$ cat src/rtl/fpm_pkg.sv
// constants shared by the maintenance step-control block and its helpers
// assumes one 25 MHz clock and 18-bit memory words
`default_nettype none
package fpm_pkg;
    // ------------------------------------------------------------
    // word layout
    // ------------------------------------------------------------
    localparam int WORD_W = 18;
    localparam logic [17:0] NOP_WORD = 18'h39000;     // octal 710000
    localparam logic [17:0] STEP_BASE = 18'h39040;    // octal 710100, n steps added on top
    localparam int MODE_BIT = 6;                      // bit 11 counted from the msb end; 0 read, 1 step
    // ------------------------------------------------------------
    // counts and reset values
    // ------------------------------------------------------------
    localparam logic [3:0] DUMP_LAST = 4'hf;          // sixteen words, index 0..15
    localparam int MAX_SHIFT_STEPS = 35;              // align or normalize shifts per op
    localparam logic [2:0] PH_RESET = 3'h1;           // phase one
    localparam logic [2:0] TS_RESET = 3'h1;           // time state one
    localparam logic [17:0] WORD_RESET = 18'h00000;
    // ------------------------------------------------------------
    // control states
    // ------------------------------------------------------------
    typedef enum logic [8:0] {
        ST_IDLE = 9'h001,
        ST_ARMED = 9'h002,
        ST_CAPTURE = 9'h004,
        ST_DUMMY = 9'h008,
        ST_HALTED = 9'h010,
        ST_CMD_ADDR = 9'h020,
        ST_CMD_NOP = 9'h040,
        ST_READ = 9'h080,
        ST_STEP = 9'h100
    } ctl_state_t;
endpackage : fpm_pkg
`default_nettype wire

$ cat src/rtl/phase_gen.sv
// phase and time-state sequencer of the coprocessor clock
// assumes run_in is low while the clock is stopped; then both counters freeze
`default_nettype none
module phase_gen
    import fpm_pkg::*;
(
    input wire logic ref_clk_in,
    input wire logic nrst_in,
    input wire logic run_in,
    output logic [2:0] phase_out,
    output logic [2:0] tstate_out
);
    logic [2:0] ph_q, ph_d, ts_q, ts_d;

    // rotate one-hot phase each running cycle; time state moves after phase three
    always_comb begin
        ph_d = ph_q;
        ts_d = ts_q;
        if (run_in) begin
            ph_d = {ph_q[1:0], ph_q[2]};
            if (ph_q[2]) begin
                ts_d = {ts_q[1:0], ts_q[2]};
            end
        end
    end

    always_ff @(posedge ref_clk_in or negedge nrst_in) begin
        if (!nrst_in) begin
            ph_q <= PH_RESET;
            ts_q <= TS_RESET;
        end else begin
            ph_q <= ph_d;
            ts_q <= ts_d;
        end
    end

    assign phase_out = ph_q;
    assign tstate_out = ts_q;
endmodule : phase_gen
`default_nettype wire

$ cat src/rtl/step_detect.sv
// decides whether the current phase three is a counted diagnostic step
// assumes the cycle flags are one-hot and valid during phase three
`default_nettype none
module step_detect
    import fpm_pkg::*;
(
    input wire logic ref_clk_in,
    input wire logic nrst_in,
    input wire logic enable_in,
    input wire logic [2:0] phase_in,
    input wire logic [2:0] tstate_in,
    input wire logic [5:0] cycle_in,
    input wire logic shift_in,
    input wire logic store_word_in,
    output logic step_out
);
    logic hit;
    logic step_q, step_d;

    // cycle_in: 0 fetch, 1 operand, 2 align, 3 arith, 4 adjust, 5 write
    always_comb begin
        hit = 1'b0;
        // ts3 steps in fetch and operand, all ts in arith
        if ((cycle_in[0] || cycle_in[1]) && tstate_in[2]) hit = 1'b1;
        if (cycle_in[3]) hit = 1'b1;
        // align counts ts1, ts3 and every align shift in ts2
        if (cycle_in[2]) hit = tstate_in[1] ? shift_in : 1'b1;
        // adjust counts every normalize shift in ts1
        if (cycle_in[4]) hit = tstate_in[0] ? shift_in : 1'b1;
        // store cycle counts each stored word at ts3
        if (cycle_in[5]) hit = tstate_in[2] && store_word_in;
        // only once, at phase three, while stepping
        step_d = enable_in && phase_in[2] && hit;
    end

    always_ff @(posedge ref_clk_in or negedge nrst_in) begin
        if (!nrst_in) step_q <= 1'b0;
        else step_q <= step_d;
    end

    assign step_out = step_q;
endmodule : step_detect
`default_nettype wire

$ cat src/rtl/fp_maintenance_step_control.sv
// maintenance-mode entry, halting, command capture and step counting
// assumes memory and cpu handshakes are synchronous single-clock inputs
`default_nettype none

module fp_maintenance_step_control
    import fpm_pkg::*;
(
    input wire logic ref_clk_in,
    input wire logic nrst_in,
    input wire logic diag_mode_on_in,
    input wire logic fp_instr_in,
    input wire logic mem_valid_in,
    input wire logic [17:0] mem_word_in,
    input wire logic read_restart_in,
    input wire logic [5:0] cycle_in,
    input wire logic shift_in,
    input wire logic store_word_in,
    input wire logic cycle_end_in,
    input wire logic instr_done_in,
    output logic maint_mode_out,
    output logic busy_out,
    output logic stop_clock_out,
    output logic read_restart_block_out,
    output logic cpu_read_restart_block_out,
    output logic dummy_cycle_out,
    output logic [17:0] mdl_data_out,
    output logic mdl_oe_out,
    output logic [17:0] instr_reg_out,
    output logic [17:0] operand_buffer_out,
    output logic [17:0] addr_reg_out,
    output logic [17:0] diag_instr_reg_out,
    output logic [17:0] diag_addr_reg_out,
    output logic dump_req_out,
    output logic [3:0] dump_index_out,
    output logic step_out,
    output logic [2:0] phase_out,
    output logic [2:0] tstate_out
);
    // ------------------------------------------------------------
    // state
    // ------------------------------------------------------------
    ctl_state_t state_q, state_d;
    logic maint_q, maint_d;
    logic busy_q, busy_d;
    logic stop_q, stop_d;
    logic rrb_q, rrb_d;
    logic crrb_q, crrb_d;
    logic dummy_q, dummy_d;
    logic dummy_done_q, dummy_done_d;
    logic nop_q, nop_d;
    logic [17:0] ir_q, ir_d;
    logic [17:0] buf_q, buf_d;
    logic [17:0] ar_q, ar_d;
    logic [17:0] dir_q, dir_d;
    logic [17:0] dar_q, dar_d;
    logic [3:0] idx_q, idx_d;
    logic run;
    logic stepping;
    logic step;
    logic [2:0] phase;
    logic [2:0] tstate;

    // ------------------------------------------------------------
    // clock sequencing and step detection
    // ------------------------------------------------------------
    // the clock runs while not stopped and not at the halt point in the dummy state; stepping only in step state
    // the halt point itself freezes the phase, so the stop lands on ts3 ph3
    assign run = !stop_q && !(state_q == ST_DUMMY && at_fetch_halt(phase, tstate, cycle_in));
    assign stepping = (state_q == ST_STEP) && run;

    phase_gen u_phase (
        .ref_clk_in(ref_clk_in),
        .nrst_in(nrst_in),
        .run_in(run),
        .phase_out(phase),
        .tstate_out(tstate)
    );

    step_detect u_step (
        .ref_clk_in(ref_clk_in),
        .nrst_in(nrst_in),
        .enable_in(stepping),
        .phase_in(phase),
        .tstate_in(tstate),
        .cycle_in(cycle_in),
        .shift_in(shift_in),
        .store_word_in(store_word_in),
        .step_out(step)
    );

    // decoding of the halt point, used by the run gate and the dummy state
    function automatic logic at_fetch_halt(input logic [2:0] ph, input logic [2:0] ts,
                                           input logic [5:0] cyc);
        at_fetch_halt = ph[2] && ts[2] && cyc[0];
    endfunction : at_fetch_halt

    // ------------------------------------------------------------
    // control sequencer
    // ------------------------------------------------------------
    // next-state and register updates for the whole maintenance flow
    always_comb begin
        state_d = state_q;
        maint_d = maint_q;
        busy_d = busy_q;
        stop_d = stop_q;
        rrb_d = rrb_q;
        crrb_d = crrb_q;
        dummy_d = dummy_q;
        dummy_done_d = dummy_done_q;
        nop_d = 1'b0;
        ir_d = ir_q;
        buf_d = buf_q;
        ar_d = ar_q;
        dir_d = dir_q;
        dar_d = dar_q;
        idx_d = idx_q;
        unique case (state_q)
            ST_IDLE: begin
                // only the mode-on instruction arms; cpu work passes untouched
                if (diag_mode_on_in) begin
                    maint_d = 1'b1;
                    state_d = ST_ARMED;
                end
            end
            ST_ARMED: begin
                // first fp instruction copied alongside the cpu
                if (fp_instr_in && mem_valid_in) begin
                    ir_d = mem_word_in;
                    state_d = ST_CAPTURE;
                end
            end
            ST_CAPTURE: begin
                // operand-address word into the operand buffer
                if (mem_valid_in) begin
                    buf_d = mem_word_in;
                    busy_d = 1'b1;
                    // dummy cycle and restart block so cpu ignores this word
                    dummy_d = 1'b1;
                    rrb_d = 1'b1;
                    dummy_done_d = 1'b0;
                    state_d = ST_DUMMY;
                end
            end
            ST_DUMMY: begin
                // cpu waits on the block until the read restart arrives
                if (read_restart_in && !dummy_done_q) begin
                    // stand in for memory with a nop word
                    nop_d = 1'b1;
                    dummy_done_d = 1'b1;
                    // operand address strobed into the address register
                    ar_d = buf_q;
                end
                // execution halts at fetch ts3 ph3
                if (!stop_q && at_fetch_halt(phase, tstate, cycle_in)) begin
                    stop_d = 1'b1;
                end
                // release the cpu once both conditions hold; busy kept
                if (dummy_done_q && stop_q) begin
                    rrb_d = 1'b0;
                    dummy_d = 1'b0;
                    state_d = ST_HALTED;
                end
            end
            ST_HALTED: begin
                // with busy set any fp instruction is a command
                if (fp_instr_in && mem_valid_in) begin
                    dir_d = mem_word_in;
                    state_d = ST_CMD_ADDR;
                end
            end
            ST_CMD_ADDR: begin
                if (mem_valid_in) begin
                    // following word is the argument address
                    dar_d = mem_word_in;
                    // hold the cpu at ts3 ph3
                    crrb_d = 1'b1;
                    state_d = ST_CMD_NOP;
                end
            end
            ST_CMD_NOP: begin
                // reference done, drop the block and hand the cpu a nop
                if (read_restart_in) begin
                    crrb_d = 1'b0;
                    nop_d = 1'b1;
                    idx_d = 4'h0;
                    // bit 11 picks step and read over plain read
                    if (dir_q[MODE_BIT]) begin
                        stop_d = 1'b0;
                        state_d = ST_STEP;
                    end else begin
                        state_d = ST_READ;
                    end
                end
            end
            ST_STEP: begin
                // each counted step takes one off the command register
                if (step) begin
                    dir_d = dir_q - 18'h00001;
                end
                // leave on the decrement that reaches the base, so no extra step slips in
                if (instr_done_in) begin
                    busy_d = 1'b0;
                    stop_d = 1'b1;
                    state_d = ST_READ;
                end else if (dir_d == STEP_BASE || cycle_end_in) begin
                    stop_d = 1'b1;
                    state_d = ST_READ;
                end
            end
            ST_READ: begin
                // a step launched on the way out still takes its decrement
                if (step) begin
                    dir_d = dir_q - 18'h00001;
                end
                // one memory cycle per word, address steps after each
                if (read_restart_in) begin
                    dar_d = dar_q + 18'h00001;
                    idx_d = idx_q + 4'h1;
                    if (idx_q == DUMP_LAST) begin
                        // partial instruction survives; finished one rearms entry
                        state_d = busy_q ? ST_HALTED : ST_ARMED;
                    end
                end
            end
            default: begin
                state_d = ST_IDLE;
            end
        endcase
    end

    // reset clears mode, busy and inhibits and lets the clock run
    always_ff @(posedge ref_clk_in or negedge nrst_in) begin
        if (!nrst_in) begin
            state_q <= ST_IDLE;
            maint_q <= 1'b0;
            busy_q <= 1'b0;
            stop_q <= 1'b0;
            rrb_q <= 1'b0;
            crrb_q <= 1'b0;
            dummy_q <= 1'b0;
            dummy_done_q <= 1'b0;
            nop_q <= 1'b0;
            ir_q <= WORD_RESET;
            buf_q <= WORD_RESET;
            ar_q <= WORD_RESET;
            dir_q <= WORD_RESET;
            dar_q <= WORD_RESET;
            idx_q <= 4'h0;
        end else begin
            state_q <= state_d;
            maint_q <= maint_d;
            busy_q <= busy_d;
            stop_q <= stop_d;
            rrb_q <= rrb_d;
            crrb_q <= crrb_d;
            dummy_q <= dummy_d;
            dummy_done_q <= dummy_done_d;
            nop_q <= nop_d;
            ir_q <= ir_d;
            buf_q <= buf_d;
            ar_q <= ar_d;
            dir_q <= dir_d;
            dar_q <= dar_d;
            idx_q <= idx_d;
        end
    end

    // ------------------------------------------------------------
    // outputs
    // ------------------------------------------------------------
    assign maint_mode_out = maint_q;
    assign busy_out = busy_q;
    assign stop_clock_out = stop_q;
    assign read_restart_block_out = rrb_q;
    assign cpu_read_restart_block_out = crrb_q;
    assign dummy_cycle_out = dummy_q;
    // lines carry the nop only while enabled, zero otherwise
    assign mdl_oe_out = nop_q;
    assign mdl_data_out = nop_q ? NOP_WORD : WORD_RESET;
    assign instr_reg_out = ir_q;
    assign operand_buffer_out = buf_q;
    assign addr_reg_out = ar_q;
    assign diag_instr_reg_out = dir_q;
    assign diag_addr_reg_out = dar_q;
    assign dump_req_out = (state_q == ST_READ);
    assign dump_index_out = idx_q;
    assign step_out = step;
    assign phase_out = phase;
    assign tstate_out = tstate;
endmodule : fp_maintenance_step_control
`default_nettype wire

$ cat config.mk
export PLATFORM = sky130hd
export DESIGN_NAME = fp_maintenance_step_control
export DESIGN_NICKNAME = d
export VERILOG_FILES = /design/src/rtl/fpm_pkg.sv /design/src/rtl/phase_gen.sv /design/src/rtl/step_detect.sv /design/src/rtl/fp_maintenance_step_control.sv
export SDC_FILE = /design/constraint.sdc
export NUM_CORES = 1
export LEC_CHECK = 0
export ABC_CLOCK_PERIOD_IN_PS = 3500
export BUFFER_PORTS_ARGS = -buffer_cell sky130_fd_sc_hd__buf_2
export CORE_MARGIN = 3
export CORE_UTILIZATION = 54
export CTS_CLUSTER_SIZE = 24
export DETAILED_ROUTE_END_ITERATION = 8
export GPL_TIMING_DRIVEN = 1
export PLACE_DENSITY = 0.82
export SYNTH_ARGS = -nofsm -noshare
export SYNTH_HDL_FRONTEND = slang
export SYNTH_SLANG_ARGS = --single-unit
$ cat constraint.sdc
create_clock -name ref_clk_in -period 3.5 [get_ports ref_clk_in]
set_input_delay 0 -clock ref_clk_in [delete_from_list [all_inputs] [get_ports ref_clk_in]]
set_output_delay 0 -clock ref_clk_in [all_outputs]
set_load 0.1 [all_outputs]
==> metrics.md, run 1 <==
| Metric | Value |
|---|---|
| Final-layout setup total negative slack | 0 ps |
| Cell area after layout | around 7500 µm² |
| Maximum number of pins on one net before global-route repair | 80 |
| Count of final hold-check violations | 0 |
| Max clock buf depth | 2 |
| Synth warn | 0 |
| Length of the first detailed-routing pass in iterations | 6 |
| Total die area | roughly 12,000 µm² |
| Cts-stage hold buffer count | 29 |
| Result of the run | finished clean |
| Sequential area share after synthesis | 0.502 |
| Reported max-cap violation count | 0 |
| Clock period minus worst slack | 2920 ps |
| Worst min-delay path category | in -> reg |
| Actual transition at the worst max-transition pin | 1030 ps |
| Final worst hold slack | a little over 30 ps |
| Number of antenna violations at the first check in global routing | 0 |
| Relative slew slack | 0.314 |
| CTS root buffer | sky130_fd_sc_hd__clkbuf_8 |
| CTS tree | yes |
| DRC | 0 |
| Peak supply drop | around 1.1 mV |
| Critical path data required time | between 3000 and 4000 ps |
| Chip width | around 110 µm |
| Die Y-Extent | approximately 110 µm |
| First-pass GRT wire length | 26.7 mm |
| Vias post-DR | about 5,300 |
| Final Routed Wirelength | around 17 mm |
| Fmax achieved | around 340 MHz |
| Biggest area contributors in the synthesized netlist | sky130_fd_sc_hd__dfrtp_1 49%, sky130_fd_sc_hd__mux2_2 12%, sky130_fd_sc_hd__a21oi_1 4.4%, sky130_fd_sc_hd__nand2_1 3.3%, sky130_fd_sc_hd__o21ai_0 3.1% |
| Critical Path Sink Type | primary output |
| CP Max Fanout | 24 |
| Avg Vias per Cell | approximately 6 |
| Resize count post-CTS | 0 |
| # H-tree levels | 4 |
| Layout cells sized above 1 | 0.347 |
| Initial Util | 0.561 |
| Floorplan row count | 37 |
| Clock tree sinks | 117 |
| Leading post-synthesis cells by instance count | 114 x sky130_fd_sc_hd__dfrtp_1, 62 x sky130_fd_sc_hd__mux2_2, 51 x sky130_fd_sc_hd__a21oi_1, 51 x sky130_fd_sc_hd__nand2_1, 40 x sky130_fd_sc_hd__nor2_1 |
| Utilization after layout | 0.724 |
| Half-perimeter wire length of the detailed placement result | 11.9 mm |
| RSZ-0062 raised after global routing | false |
| Yosys top cell by area | sky130_fd_sc_hd__dfrtp_1 |
| Count of antenna-violating nets left after detailed routing | 0 |
| Post-Synthesis Cell Area | ~5800 µm² |
| Placeable Area | between 10,000 and 15,000 µm² |
| Setup-failing EPs final | 0 |
| NumNets Final | approximately 780 |
| Endpoint arrival time on the critical path | 2920 ps |
| Final worst path period share | 0.834 |
| Average detailed-routed wire length per instance | 19.3 µm |
| Number of pins with negative max-slew slack in the final report | 0 |
| Weighted congestion at the end of routability-driven global placement | between 0.9 and 1 |
| Via count of the first global-routing pass | 5,166 |
| Area share of the largest cell type after synthesis | 0.488 |
| Number of flops mapped to enable cells by yosys | 0 |
| Post-CTS setup repair buffer count | 0 |
| Leak | 3.71 nW |
| FFs w/ async S/R, synth | 1.00 |
| Worst-path clk slew | 60 ps |
| Count of state elements after synthesis | ~120 |
| Critical Path Start Type | flop |
| I/O pin total | around 160 |
| Inserted Clock Buffers | 17 |
| Filler cell count | 757 |
| Cell with the most instances after synthesis | sky130_fd_sc_hd__dfrtp_1 |
| Power Density | approximately 770 nW/µm² |
| Per-instance average area after synthesis | around 10 µm² |
| Critical path class | reg -> out |
| Area growth from synthesis to final layout | 29.0% |
| Non-filler cells, final | between 800 and 900 |
| Post-synthesis cell count | ~570 |
| Number of placed instances with taps included | between 800 and 900 |
| Final antenna diode count | 0 |
| Remaining Overflow, GRT | 0 |
| Port Buffer Count | 146 |
| Fin Clk Skew | about 11 ps |
| Initial detailed-routing violation count | approximately 550 |
| Insertion delay to the later sink of the worst-skew pair | around 510 ps |
| Unique cell type count in the Yosys netlist | 61 |
| Most common flop cell mapped by yosys | sky130_fd_sc_hd__dfrtp_1 |
| Overall track demand over capacity in global routing | 0.291 |
| Post-DP Area | 6650 µm² |
## layer usage
layer | up-vias | GRT usage | routed length (µm)
met4 | 0 | 0.105 | 352
met1 | 2596 | 0.368 | 6740
li1 | 2421 | - | -
met3 | 36 | 0.0763 | 1630
met5 | - | 0 | 0
met2 | 290 | 0.484 | 8550
## worst paths after layout
| kind | startpoint | end | slack (ps) | depth (start not counted) |
|---|---|---|---|---|
| max | state_q[4]$_DFFE_PN0P_ | dump_req_out | 580 | 5 |
| min | cycle_in[0] | u_phase.phase_out[0]$_DFFE_PN1P_ | 30 | 3 |
| max reg2reg | state_q[4]$_DFFE_PN0P_ | diag_instr_reg_out[13]$_DFFE_PN0P_ | 620 | 6 |
| min reg2reg | maint_mode_out$_DFFE_PN0P_ | maint_mode_out$_DFFE_PN0P_ | 500 | 1 |
| max in group asynchronous | nrst_in | instr_reg_out[14]$_DFFE_PN0P_ | 2370 | 3 |
| min in group asynchronous | nrst_in | u_phase.phase_out[2]$_DFFE_PN0P_ | 200 | 2 |
## flip-flops by register name (all words and copies together), names as in the netlist, 3 cells and up
signal              count
state_q                 9
u_phase.tstate_out      3
dump_index_out          4
diag_instr_reg_out     18
instr_reg_out          18
u_phase.phase_out       3
operand_buffer_out     18
addr_reg_out           18
diag_addr_reg_out      18
## kinds of logic after synthesis
logic type	share of synthesized area
AOI/OAI and AO/OA	0.150
xor gates and xnor gates	0.0135
buffers and inverters	0.0503
muxes	0.121
adders and majority gates	0.00642
and+or+nand+nor	0.156
other	0.000642
DFF	0.502
## metrics by stage
step / power (mW) / setup slack, ps
finish: 5.81 / 580
global route: 6.00 / 431
CTS: 5.82 / 624
detailed placement: 4.05 / 725
global placement: 4.03 / 846
floorplan: 3.64 / 413
## power by group
group / internal (mW) / switching (mW) / leakage [nW]
registers: 1.57 / 0.173 / 1.56
logic: 0.396 / 1.92 / 1.87
clock network: 1.12 / 0.618 / 0.289
## final cells by class
type	instances	area, µm²	area share
Sequential cell	117	2930	0.389
Tap cell	136	170	0.0226
Multi-Input combinational cell	412	2680	0.356
Inverter	13	48.8	0.00647
Timing Repair Buffer	186	1110	0.147
Clock buffer	21	449	0.0596
Clock inverter	11	150	0.0199
## cells in the final DEF (no fill, tap or decap), types with 14 or more instances in the layout
| master | count |
|---|---|
| sky130_fd_sc_hd__dlygate4sd3_1 | 29 |
| sky130_fd_sc_hd__nand2_1 | 51 |
| sky130_fd_sc_hd__buf_2 | 145 |
| sky130_fd_sc_hd__mux2_2 | 62 |
| sky130_fd_sc_hd__nor2_1 | 39 |
| sky130_fd_sc_hd__clkbuf_16 | 16 |
| sky130_fd_sc_hd__nand4_1 | 14 |
| sky130_fd_sc_hd__o22ai_1 | 17 |
| sky130_fd_sc_hd__nand3_1 | 27 |
| sky130_fd_sc_hd__a21oi_1 | 51 |
| sky130_fd_sc_hd__dfrtp_1 | 114 |
| sky130_fd_sc_hd__o21ai_0 | 36 |
| sky130_fd_sc_hd__conb_1 | 14 |
## worst max-delay path, stage by stage, from the launching register on
cell	delay [ps]
sky130_fd_sc_hd__dfrtp_1	450
sky130_fd_sc_hd__nor2_1	610
sky130_fd_sc_hd__nand4_1	280
sky130_fd_sc_hd__buf_4	250
sky130_fd_sc_hd__inv_2	310
sky130_fd_sc_hd__buf_2	510
(Power assumes the default switching activity.)
==> inputs of run 2 (changes only) <==
--- a/config.mk
+++ b/config.mk
@@ -5,14 +5,14 @@
 export SDC_FILE = /design/constraint.sdc
 export NUM_CORES = 1
 export LEC_CHECK = 0
-export ABC_CLOCK_PERIOD_IN_PS = 3500
+export ABC_CLOCK_PERIOD_IN_PS = 2570
 export BUFFER_PORTS_ARGS = -buffer_cell sky130_fd_sc_hd__buf_2
 export CORE_MARGIN = 3
-export CORE_UTILIZATION = 54
+export CORE_UTILIZATION = 48
 export CTS_CLUSTER_SIZE = 24
 export DETAILED_ROUTE_END_ITERATION = 8
 export GPL_TIMING_DRIVEN = 1
-export PLACE_DENSITY = 0.82
+export PLACE_DENSITY = 0.77
 export SYNTH_ARGS = -nofsm -noshare
 export SYNTH_HDL_FRONTEND = slang
 export SYNTH_SLANG_ARGS = --single-unit
==> constraint.sdc (replaced) <==
create_clock -name ref_clk_in -period 2.57 [get_ports ref_clk_in]
set_input_delay 0 -clock ref_clk_in [delete_from_list [all_inputs] [get_ports ref_clk_in]]
set_output_delay 0 -clock ref_clk_in [all_outputs]
set_load 0.1 [all_outputs]
==> run 2 against run 1 <==
Clock skew shrank 1.4 ps. Clock power grew 37%. Largest power group unchanged. Utilization shrank 6.1 points. Via count shrank 0.64%. Flip-flop and latch count is the same. Critical path depth grew 3. First-iteration DRC count shrank 18%. Sequential power grew 35%. Register-to-register slack lost 450 ps.
==> metrics.md, run 2 (synthesized netlist as in run 1, its figures left out) <==
| Metric | Value |
|---|---|
| Result of the run | finished clean |
| Port Buffer Count | 146 (unchanged) |
| Count of final hold-check violations | 0 (unchanged) |
| Fmax achieved | ~420 MHz |
| Clock period minus worst slack | between 2000 and 2500 ps |
| Placeable Area | 11,700 µm² (+12%) |
| Timing startpoint of the critical path | state_q[0]$_DFFE_PN1P_ |
| Number of antenna violations at the first check in global routing | 0 (unchanged) |
| Half-perimeter wire length of the detailed placement result | 12.3 mm (+3.0%) |
| Non-filler cells, final | 914 (+2.0%) |
| Initial detailed-routing violation count | 450 (-18%) |
| Length of the first detailed-routing pass in iterations | 6 (unchanged) |
| Overall track demand over capacity in global routing | 0.256 (-0.0358) |
| Reported max-cap violation count | 0 (unchanged) |
| Layout cells sized above 1 | 0.380 (+0.0327) |
| Endpoint arrival time on the critical path | 2750 ps (-170 ps) |
| Worst r2r src | state_q[0]$_DFFE_PN1P_ |
| Routed met1 length | 7.15 mm (+6.0%) |
| Critical Path Sink Type | flop |
| Remaining Overflow, GRT | 0 (unchanged) |
| Worst min-delay path category | in -> reg |
| Uppermost metal layer occupied by signal nets | met4 |
| Via count of the first global-routing pass | 5,079 (-1.7%) |
| Insertion delay to the later sink of the worst-skew pair | 420 ps (-90 ps) |
| Die Y-Extent | 116 µm (+5.7%) |
| Leak | 3.79 nW (+2.1%) |
| Fin Clk Skew | 9.49 ps (-1.39 ps) |
| Utilization after layout | 0.663 (-0.0607) |
| CP Max Fanout | 5 (-79%) |
| Worst-path clk slew | 50 ps (about the same) |
| CTS root buffer | sky130_fd_sc_hd__clkbuf_16 |
| Power Density | 1030 nW/µm² (+33%) |
| I/O pin total | 161 (unchanged) |
| Gate family responsible for the most delay along the worst path | buffers and inverters |
| Critical path data required time | 2920 ps (-580 ps) |
| Most frequent cells in the layout | 144 x sky130_fd_sc_hd__buf_2, 105 x sky130_fd_sc_hd__dfrtp_1, 62 x sky130_fd_sc_hd__mux2_2, 51 x sky130_fd_sc_hd__nand2_1, 51 x sky130_fd_sc_hd__a21oi_1 |
| Most frequent standard cell in the layout excluding fill and tap cells | sky130_fd_sc_hd__buf_2 |
| Sequential cell area | 2950 µm² (+0.47%) |
| Area growth from synthesis to final layout | 32.3% |
| DR WL met3 | 1.17 mm (-28%) |
| Max clock buf depth | 2 (unchanged) |
| Initial Util | 0.501 (-0.0600) |
| Chip width | 116 µm (+5.7%) |
| Clock tree sinks | 117 (unchanged) |
| Peak supply drop | 0.963 mV (-12%) |
| Number of pins with negative max-slew slack in the final report | 0 (unchanged) |
| NumNets Final | 795 (+1.4%) |
| Maximum number of pins on one net before global-route repair | 59 (-26%) |
| Count of antenna-violating nets left after detailed routing | 0 (unchanged) |
| Critical path class | reg -> reg |
| Post-CTS setup repair buffer count | 0 (unchanged) |
| Inserted Clock Buffers | 17 (unchanged) |
| Setup-failing EPs final | 0 (unchanged) |
| Number of placed instances with taps included | 855 (+2.4%) |
| Critical hold path startpoint | fp_instr_in |
| Max incr delay on CP | 570 ps (-40 ps) |
| Weighted congestion at the end of routability-driven global placement | 0.925 (+0.38%) |
| RSZ-0062 raised after global routing | false |
| Floorplan row count | 39 (+5.4%) |
| Number of buffer and inverter stages on the critical path | 2 (-1) |
| Vias post-DR | 5,309 (-0.64%) |
| Filler cell count | 902 (+19%) |
| Final Routed Wirelength | 17.0 mm (-1.6%) |
| Average detailed-routed wire length per instance | 18.6 µm (-3.6%) |
| DRC | 0 (unchanged) |
| Actual transition at the worst max-transition pin | 783 ps (-245 ps) |
| Total length of routed met2 wires | 8.39 mm (-1.9%) |
| Final worst path period share | 0.936 |
| Critical Path Start Type | flop |
| Sum of internal, switching and leakage power | 7.94 mW (+37%) |
| First-pass GRT wire length | 26.5 mm (-0.95%) |
| Relative slew slack | 0.478 (+0.163) |
| # H-tree levels | 4 (unchanged) |
| Reg2reg setup slack | 170 ps (-450 ps) |
| Ordered cell list for the critical path | nor2_1 > and2_1 > buf_4 > and3_2 > a41oi_1 > nand2_1 > a211oi_2 > dlygate4sd3_1 |
| Avg Vias per Cell | 5.81 (-2.6%) |
| Total die area | 13,500 µm² (+12%) |
| Slowest stage cell on the critical path | sky130_fd_sc_hd__dlygate4sd3_1 |
| Multi-input gate area | 2730 µm² (+1.8%) |
| CTS tree | yes |
| Final antenna diode count | 0 (unchanged) |
## run 2: cell count changes in the layout (fill, tap and decap cells not counted), moves of 4 or more
cell                       delta
sky130_fd_sc_hd__buf_4       +10
sky130_fd_sc_hd__dfrtp_1      -9
sky130_fd_sc_hd__dfrtp_2      +8
sky130_fd_sc_hd__buf_12       +4
sky130_fd_sc_hd__clkinv_2     +4
## run 2: final timing paths
kind,depth (start not counted),end
worst max register to register,8,u_step.step_out$_DFF_PN0_
worst min register to register,1,maint_mode_out$_DFFE_PN0P_
worst min-delay path,3,state_q[1]$_DFFE_PN0P_
max in group asynchronous,3,instr_reg_out[12]$_DFFE_PN0P_
worst max-delay path,8,u_step.step_out$_DFF_PN0_
min in group asynchronous,2,instr_reg_out[16]$_DFFE_PN0P_
## run 2: routing by layer
metal	up-vias	track usage
li1	2437	-
met3	26	0.0653
met5	-	0
met2	217	0.413
met4	0	0.0851
met1	2629	0.338
## run 2: stage by stage
step	hold slack, ps	setup slack, ps	TNS [ps]	cell area [µm²]
after global placement	115	178	0	6830
after floorplan	-296	-11.7	-11.7	5930
after global routing	72.3	42.2	0	7730
final	57.7	166	0	7730
after CTS	45.1	32.8	0	7690
after detailed placement	127	36.5	0	6830
## run 2: report_power, final
group | internal, mW | switching, mW
combinational | 0.555 | 2.62
sequential | 2.15 | 0.226
clock | 1.56 | 0.822
total | 4.26 | 3.67
## run 2: cell type report
type,count,area share
multi-input combinational,412,0.353
tap,143,0.0231
clock inverter,10,0.0167
inverter,13,0.00631
timing repair buffer,197,0.160
clock buffer,22,0.0600
sequential,117,0.381
## run 2: worst reg2reg max path, delay by kind of cell, from the launching register on
kind                   cells  cell delay, ps
AOI/OAI and AO/OA          2             410
and+or+nand+nor            4             650
DFF                        1             540
buffers and inverters      2             730
## run 2: what timing repair did
item                       CTS  global route
gates resized for setup      0             8
hold endpoints to repair   126             0
hold buffers                27             0
setup endpoints to repair    0             4
